File: config.mk
export PLATFORM = sky130hd
export DESIGN_NAME = ebwc_top
export DESIGN_NICKNAME = d
export VERILOG_FILES = /design/src/rtl/ebwc_sync2.v /design/src/rtl/ebwc_top.v /design/src/rtl/ebwc_wait_seq.v
export VERILOG_INCLUDE_DIRS = /design/src /design/src/rtl
export SDC_FILE = /design/constraint.sdc
export NUM_CORES = 1
export LEC_CHECK = 0
export BUFFER_PORTS_ARGS = -buffer_cell sky130_fd_sc_hd__buf_2
export CAP_MARGIN = 25
export CORE_MARGIN = 10
export CORE_UTILIZATION = 31
export DETAILED_ROUTE_END_ITERATION = 6
export HOLD_SLACK_MARGIN = 0.02
export PLACE_DENSITY = 0.51
export SLEW_MARGIN = 15
export SYNTH_ARGS = -nofsm -noshare
export SYNTH_HDL_FRONTEND = slang
export SYNTH_SLANG_ARGS = --single-unit
File: constraint.sdc
create_clock -name mclk_i -period 1.9 [get_ports mclk_i]
set_input_delay 0.19 -clock mclk_i [delete_from_list [all_inputs] [get_ports mclk_i]]
set_output_delay 0.19 -clock mclk_i [all_outputs]
set_load 0.03 [all_outputs]
File: src/rtl/ebwc_consts.vh
`ifndef EBWC_CONSTS_VH
`define EBWC_CONSTS_VH
// register offsets
`define EBWC_OFS_ACCESS_STATE 8'hed
`define EBWC_OFS_WAIT_CTRL 8'hee
`define EBWC_OFS_MODE_STATUS 8'hf1
`define EBWC_OFS_AREA_WAIT_EN 8'hf8
`define EBWC_OFS_SYS_CTRL 8'hf9
// reset values
`define EBWC_RST_WAIT_CTRL 8'hf3
`define EBWC_RST_ACCESS_STATE 8'hff
`define EBWC_RST_AREA_WAIT_EN 8'hff
`define EBWC_RST_SYS_CTRL 8'h00
// mode status upper bits read as fixed pattern
`define EBWC_MODE_STATUS_FIXED 6'h30
// field positions
`define EBWC_WMODE_HI 3
`define EBWC_WMODE_LO 2
`define EBWC_WCNT_HI 1
`define EBWC_WCNT_LO 0
`define EBWC_STBY_BIT 7
// edges after reset release before the synced mode pins are valid
`define EBWC_MODE_CAP_DLY 2'h2
// wait modes
`define EBWC_WM_PROG 2'h0
`define EBWC_WM_NONE 2'h1
`define EBWC_WM_PIN 2'h2
`define EBWC_WM_AUTO 2'h3
`endif

File: src/rtl/ebwc_sync2.v
// two-flop synchroniser for pin inputs
module ebwc_sync2 #(
  parameter W = 1
) (
  input wire mclk_i,
  input wire sys_rst_i,
  input wire [W-1:0] d_i,
  output wire [W-1:0] q_o
);
  reg [W-1:0] s1_q;
  reg [W-1:0] s2_q;
  // first stage feeds only the second
  always @(posedge mclk_i)
  begin
    if (sys_rst_i)
    begin
      s1_q <= {W{1'b0}};
      s2_q <= {W{1'b0}};
    end
    else
    begin
      s1_q <= d_i;
      s2_q <= s1_q;
    end
  end
  assign q_o = s2_q;
endmodule // ebwc_sync2

File: src/rtl/ebwc_top.v
// The plain strobed port was decided locally.
`include "ebwc_consts.vh"
module ebwc_top #(
  parameter AREAS = 8
) (
  input wire mclk_i,
  input wire sys_rst_i,
  input wire [7:0] addr_i,
  input wire [7:0] wdata_i,
  input wire wr_i,
  input wire rd_i,
  output reg [7:0] rdata_o,
  input wire mode_pin_hi_i,
  input wire mode_pin_lo_i,
  input wire ext_wait_i,
  input wire acc_start_i,
  input wire [2:0] acc_area_i,
  output wire acc_busy_o,
  output wire acc_done_o,
  output wire acc_wait_o,
  input wire sleep_exec_i,
  output reg sleep_enter_o,
  output reg standby_enter_o
);
  reg [3:0] wait_ctrl_q;
  reg [AREAS-1:0] area_wait_en_q;
  reg [AREAS-1:0] access_state_q;
  reg [7:0] sys_ctrl_q;
  reg [1:0] mode_status_q;
  reg mode_cap_q;
  reg [1:0] mode_dly_q;
  reg [7:0] rdata_d;
  localparam [7:0] WAIT_CTRL_RST = `EBWC_RST_WAIT_CTRL;
  wire [1:0] mode_pins_s;
  wire ext_wait_s;
  wire [1:0] wait_mode;
  wire [1:0] wait_count;

  // mode pins and wait pin enter through synchronisers
  ebwc_sync2 #(
    .W(3)
  ) u_sync (
    .mclk_i(mclk_i),
    .sys_rst_i(sys_rst_i),
    .d_i({mode_pin_hi_i, mode_pin_lo_i, ext_wait_i}),
    .q_o({mode_pins_s, ext_wait_s})
  );

  // decoded fields of the wait control register
  assign wait_mode = wait_ctrl_q[`EBWC_WMODE_HI:`EBWC_WMODE_LO];
  assign wait_count = wait_ctrl_q[`EBWC_WCNT_HI:`EBWC_WCNT_LO];

  // software-written registers
  always @(posedge mclk_i)
  begin
    if (sys_rst_i)
    begin
      wait_ctrl_q <= WAIT_CTRL_RST[3:0]; // only the writable nibble is stored
      area_wait_en_q <= {AREAS{1'b1}};
      access_state_q <= {AREAS{1'b1}};
      sys_ctrl_q <= `EBWC_RST_SYS_CTRL;
    end
    else if (wr_i)
    begin
      case (addr_i)
        `EBWC_OFS_WAIT_CTRL:
          wait_ctrl_q <= wdata_i[3:0];
        `EBWC_OFS_AREA_WAIT_EN:
          area_wait_en_q <= wdata_i[AREAS-1:0];
        `EBWC_OFS_ACCESS_STATE:
          access_state_q <= wdata_i[AREAS-1:0];
        `EBWC_OFS_SYS_CTRL:
          sys_ctrl_q <= wdata_i;
        default:
          sys_ctrl_q <= sys_ctrl_q;
      endcase
    end
  end

  // mode pins are caught once, after the synchroniser has refilled past reset
  always @(posedge mclk_i)
  begin
    if (sys_rst_i)
    begin
      mode_status_q <= 2'h0;
      mode_cap_q <= 1'b0;
      mode_dly_q <= 2'h0;
    end
    else if (!mode_cap_q)
    begin
      mode_dly_q <= mode_dly_q + 2'h1;
      if (mode_dly_q == `EBWC_MODE_CAP_DLY)
      begin
        mode_cap_q <= 1'b1;
        mode_status_q <= mode_pins_s;
      end
    end
  end

  // read mux, data in the cycle after the strobe
  always @*
  begin
    rdata_d = 8'h00;
    case (addr_i)
      `EBWC_OFS_WAIT_CTRL:
        rdata_d = {4'hf, wait_ctrl_q};
      `EBWC_OFS_MODE_STATUS:
        rdata_d = {`EBWC_MODE_STATUS_FIXED, mode_status_q};
      `EBWC_OFS_AREA_WAIT_EN:
        rdata_d = area_wait_en_q;
      `EBWC_OFS_ACCESS_STATE:
        rdata_d = access_state_q;
      `EBWC_OFS_SYS_CTRL:
        rdata_d = sys_ctrl_q;
      default:
        rdata_d = 8'h00;
    endcase
  end

  always @(posedge mclk_i)
  begin
    if (sys_rst_i)
      rdata_o <= 8'h00;
    else if (rd_i)
      rdata_o <= rdata_d;
    else
      rdata_o <= 8'h00;
  end

  // sleep instruction routed to sleep or standby
  always @(posedge mclk_i)
  begin
    if (sys_rst_i)
    begin
      sleep_enter_o <= 1'b0;
      standby_enter_o <= 1'b0;
    end
    else
    begin
      sleep_enter_o <= sleep_exec_i & ~sys_ctrl_q[`EBWC_STBY_BIT];
      standby_enter_o <= sleep_exec_i & sys_ctrl_q[`EBWC_STBY_BIT];
    end
  end

  // access cycle sequencer per selected area
  ebwc_wait_seq u_seq (
    .mclk_i(mclk_i),
    .sys_rst_i(sys_rst_i),
    .start_i(acc_start_i),
    .three_state_i(access_state_q[acc_area_i]),
    .wait_en_i(area_wait_en_q[acc_area_i]),
    .wait_mode_i(wait_mode),
    .wait_count_i(wait_count),
    .ext_wait_i(ext_wait_s),
    .busy_o(acc_busy_o),
    .done_o(acc_done_o),
    .wait_o(acc_wait_o)
  );
endmodule // ebwc_top

File: src/rtl/ebwc_wait_seq.v
`include "ebwc_consts.vh"
// wait sequencer: steps through access states and counts inserted wait states
module ebwc_wait_seq (
  input wire mclk_i,
  input wire sys_rst_i,
  input wire start_i,
  input wire three_state_i,
  input wire wait_en_i,
  input wire [1:0] wait_mode_i,
  input wire [1:0] wait_count_i,
  input wire ext_wait_i,
  output wire busy_o,
  output wire done_o,
  output wire wait_o
);
  localparam [3:0] ST_IDLE = 4'h1;
  localparam [3:0] ST_ACC = 4'h2;
  localparam [3:0] ST_WAIT = 4'h4;
  localparam [3:0] ST_LAST = 4'h8;
  reg [3:0] st_q;
  reg [3:0] st_d;
  reg [1:0] cnt_q;
  reg [1:0] cnt_d;
  reg [1:0] mode_q;
  reg [1:0] mode_d;
  reg [1:0] wc_q;
  reg [1:0] wc_d;
  reg en_q;
  reg en_d;
  // next state; three-state cycles use two states before the last one
  always @*
  begin
    st_d = st_q;
    cnt_d = cnt_q;
    mode_d = mode_q;
    wc_d = wc_q;
    en_d = en_q;
    case (st_q)
      ST_IDLE:
      begin
        if (start_i)
        begin
          mode_d = wait_mode_i;
          wc_d = wait_count_i;
          en_d = wait_en_i;
          cnt_d = 2'h0;
          st_d = three_state_i ? ST_ACC : ST_LAST;
        end
      end
      ST_ACC:
      begin
        if (!en_q)
          st_d = ext_wait_i ? ST_WAIT : ST_LAST;
        else if (mode_q == `EBWC_WM_NONE)
          st_d = ST_LAST;
        else if (mode_q == `EBWC_WM_PROG)
          st_d = (wc_q == 2'h0) ? ST_LAST : ST_WAIT;
        else if (mode_q == `EBWC_WM_AUTO)
          st_d = (ext_wait_i || wc_q != 2'h0) ? ST_WAIT : ST_LAST;
        else
          st_d = ext_wait_i ? ST_WAIT : ST_LAST;
      end
      ST_WAIT:
      begin
        cnt_d = (cnt_q == 2'h3) ? cnt_q : cnt_q + 2'h1; // saturate so long pin holds do not wrap
        if (en_q && mode_q == `EBWC_WM_PROG)
        begin
          if (cnt_q + 2'h1 == wc_q)
            st_d = ST_LAST;
        end
        else if (en_q && mode_q == `EBWC_WM_AUTO)
        begin
          if ((cnt_q == 2'h3 || cnt_q + 2'h1 >= wc_q) && !ext_wait_i)
            st_d = ST_LAST;
        end
        else if (!ext_wait_i)
          st_d = ST_LAST;
      end
      ST_LAST:
        st_d = ST_IDLE;
      default:
        st_d = ST_IDLE;
    endcase
  end
  // state registers
  always @(posedge mclk_i)
  begin
    if (sys_rst_i)
    begin
      st_q <= ST_IDLE;
      cnt_q <= 2'h0;
      mode_q <= 2'h0;
      wc_q <= 2'h0;
      en_q <= 1'b0;
    end
    else
    begin
      st_q <= st_d;
      cnt_q <= cnt_d;
      mode_q <= mode_d;
      wc_q <= wc_d;
      en_q <= en_d;
    end
  end
  assign busy_o = (st_q != ST_IDLE);
  assign done_o = (st_q == ST_LAST);
  assign wait_o = (st_q == ST_WAIT);
endmodule // ebwc_wait_seq

==> run_results.csv <==
group,metric,value,unit
sta,hold_violations,0,
synth,yosysTopAreaCellShare,41.96,%
synth,synth_fp_nets,336,
cts,cts_made_buffers,9,
global_routing,grtUsageTotal,11.44,%
sta,max_freq,0.5635,GHz
cts,cts_setup_buffers,0,
worst_setup_path,critPathMaxFanout,5,
cts,clk-insertion-delay-late,0.33,ns
worst_setup_path,startpoint_type,"flop",
drt,initialDrtViolationCount,104,
worst_setup_path,regToRegStartpoint,"u_seq.cnt_q[0]$_SDFFE_PP0P_",
layout,fin_nets,377,
die,row_count,35,
worst_setup_path,crit_path_end_kind,"output port",
drt,wl_per_cell,16.30,um
cts,tritoncts,"done",
die,dieArea,0.01348,mm2
global_routing,antenna_found_initial,0,
sta,timing.final.max_slew_violations,0,
worst_setup_path,reg2reg_slack,0.16,ns
die,die_w,116.1,um
global_routing,grt_overflow_total,0,
synth,syn_area,0.002863,mm2
sta,setup_viol_count_final,0,
die,core_area,0.009109,mm2
global_routing,grt_max_degree,27,
power_and_ir_drop,ir_worst_vdd,342.5,uV
drt,vias,2294,
drt,drtAntennaViolNets,0,
synth,async_reset_ff_share,0,%
layout,final_util,37.61,%
sta,relSlewSlack,57.80,%
placement,gp_congestion,0.8150,
synth,ys_seq_area_share,41.96,%
worst_setup_path,required,1.71,ns
sta,tns,0,ns
worst_hold_path,min_path_type,"input port to flop",
global_routing,grt_pass1_wl,11.91,mm
synth,yosysWarningCount,0,
sta,post-route-period-util,93.40,%
cts,cts_sinks,60,
cts,cts_htree_levels,3,
sta,worst_pin_slew,0.6242,ns
power_and_ir_drop,power-per-cell-area,909.0,mW/mm2
worst_hold_path,whs_path_depth,2,
outcome,run_status,"finished clean",
layout,drive_gt1_share,19.71,%
synth,synthFlopType,"dfxtp_1",
global_routing,grt_pass1_vias,2277,
worst_setup_path,reg2reg_depth,6,
worst_setup_path,timing.rr.end,"u_seq.st_q[2]$_SDFFE_PP0P_",
synth,synth_edf_count,0,
placement,dp_slack,0.1765,ns
drt,viasPerCell,4.976,
worst_setup_path,worstSetupPathType,"flop to output port",
die,initial_core_util,31.43,%
layout,multi_input_area,0.001538,mm2
synth,syn_avg_cell_area,9.417,um2
cts,root_buffer,"clkbuf_8",
synth,yosys.cell_types.count,48,
die,io_pins,41,
worst_hold_path,holdPathEnd,"u_sync.s1_q[2]$_SDFF_PP0_",
cts,hold_buffers,0,
placement,io_buffers,40,
cts,clockBufferDepth,2,
placement,place_hpwl,5.753,mm
sta,rsz0062_at_grt,"no",
sta,final.setup_skew,0.007338,ns
layout,final-seq-area,0.001201,mm2
die,fp.dieH,116.1,um
worst_setup_path,worstPathArrival,1.58,ns
power_and_ir_drop,p_leak,1.444,nW
layout,antenna_cells,0,
sta,holdWs,0.06890,ns
layout,area_delta_synth_final,19.67,%
drt,drcViolationCount,0,
cts,cts.clk_slew.worst_paths,0.07,ns
run,max-cap-violations,0,
sta,timing.final.ws_setup,0.1254,ns
synth,synth-seq-cells,60,
drt,routed_wl,7.516,mm
layout,fill_cells,948,
cts,ctsResizeCount,0,
sta,fin_crit,1.775,ns
worst_hold_path,hold_start,"mode_pin_hi_i",
drt,dr.pass1.iters,4,
synth,syn_inst,304,
synth,synth_area_leader_cell,"dfxtp_1",
synth,synth_area_leaders,"dfxtp_1 42%, a211o_1 5.5%, nand3b_1 5.0%, nor2_1 5.0%, mux2i_1 4.5%",
[state kept, by name (all words and copies together), names as in the netlist, 3 cells and up]
register        flops
area_wait_en_q      8
u_sync.s1_q         3
access_state_q      8
u_sync.q_o          3
rdata_o             8
u_seq.st_q          4
wait_ctrl_q         4
sys_ctrl_q          8
[synth_stat cells, types with 2 or more instances]
cell type / count
nand2_1: 8
nor4b_1: 2
buf_2: 6
a211oi_1: 2
nor2b_1: 9
nand3_1: 11
nand2b_1: 4
a21o_1: 2
inv_1: 16
nor3b_1: 3
a211o_1: 18
a21oi_1: 18
nand4_2: 2
nand3b_1: 19
mux4_1: 4
ha_1: 4
o21ai_0: 9
mux2i_1: 13
clkbuf_1: 9
and3b_1: 4
dfxtp_1: 60
and2_1: 9
nor2_1: 38
a21boi_0: 8
nand4_1: 2
o31ai_1: 2
[cells by family after synthesis]
logic type	Yosys count	share of synthesized area (%)
adder cells (fa/ha/maj)	4	1.748
AO/OA/AOI/OAI	69	17.40
buffers and inverters	31	4.327
AND/OR/NAND/NOR	122	26.05
XOR/XNOR	1	0.3060
flip-flops	60	41.96
multiplexers	17	8.217
[metal layers]
metal | track usage [%] | wire (um) | up-vias
met5 | 0 | 0 | -
met4 | 3.503 | 51 | 0
met3 | 3.338 | 350 | 6
met2 | 18.32 | 3546 | 37
met1 | 14.52 | 3568 | 1079
li1 | - | - | 1172
[placed cells by master, fill, tap and decap left out, types with 3 or more instances in the layout]
master     instances
dfxtp_1           60
buf_2             40
nor2_1            38
nand3b_1          19
a211o_1           18
a21oi_1           18
inv_1             16
mux2i_1           13
nand3_1           11
clkbuf_8          11
nor2b_1            9
and2_1             9
o21ai_0            9
nand2_1            8
a21boi_0           8
buf_4              5
and3b_1            4
nand2b_1           4
mux4_1             4
ha_1               4
nor3b_1            3
bufinv_16          3
[per-stage QoR]
stage                     area [um2]  total power (W)  cells
after floorplan                 2863         0.001586    304
final                           3426         0.003114    461
after detailed placement        3176         0.001698    445
after global routing            3426         0.003236    461
after global placement          3176         0.001690    445
after CTS                       3426         0.003147    461
[final cells by class]
| type | count | share of cell area [%] |
|---|---|---|
| Multi-Input combinational cell | 213 | 44.89 |
| Sequential cell | 60 | 35.06 |
| Timing Repair Buffer | 45 | 6.939 |
| Clock buffer | 12 | 4.529 |
| Tap cell | 111 | 4.054 |
| Clock inverter | 4 | 2.776 |
| Inverter | 16 | 1.753 |
[where the power goes]
part | internal, W | switching [W]
sequential | 0.00131 | 0.0000402
combinational | 0.000136 | 0.000184
clock | 0.000942 | 0.000504
total | 0.00239 | 0.000728
[critical path: stages (launching register included)]
cell,delay (ns)
dfxtp_1,0.36
or4b_4,0.60
inv_1,0.10
buf_2,0.20
[worst max path at each step]
stage,from,endpoint,slack (ns),cells after the start
3_3_place_gp,addr_i[4],area_wait_en_q[2]$_SDFFE_PP1P_,0.23,4
3_5_place_dp,addr_i[4],area_wait_en_q[5]$_SDFFE_PP1P_,0.18,4
5_1_grt,u_seq.st_q[3]$_SDFFE_PP0P_,acc_wait_o,0.07,3
4_1_cts,u_seq.st_q[3]$_SDFFE_PP0P_,acc_wait_o,0.12,3
6_report,u_seq.st_q[3]$_SDFFE_PP0P_,acc_wait_o,0.13,3
2_1_floorplan,u_seq.st_q[3]$_SDFFE_PP0P_,acc_done_o,0.29,1
(Power assumes the default switching activity.)
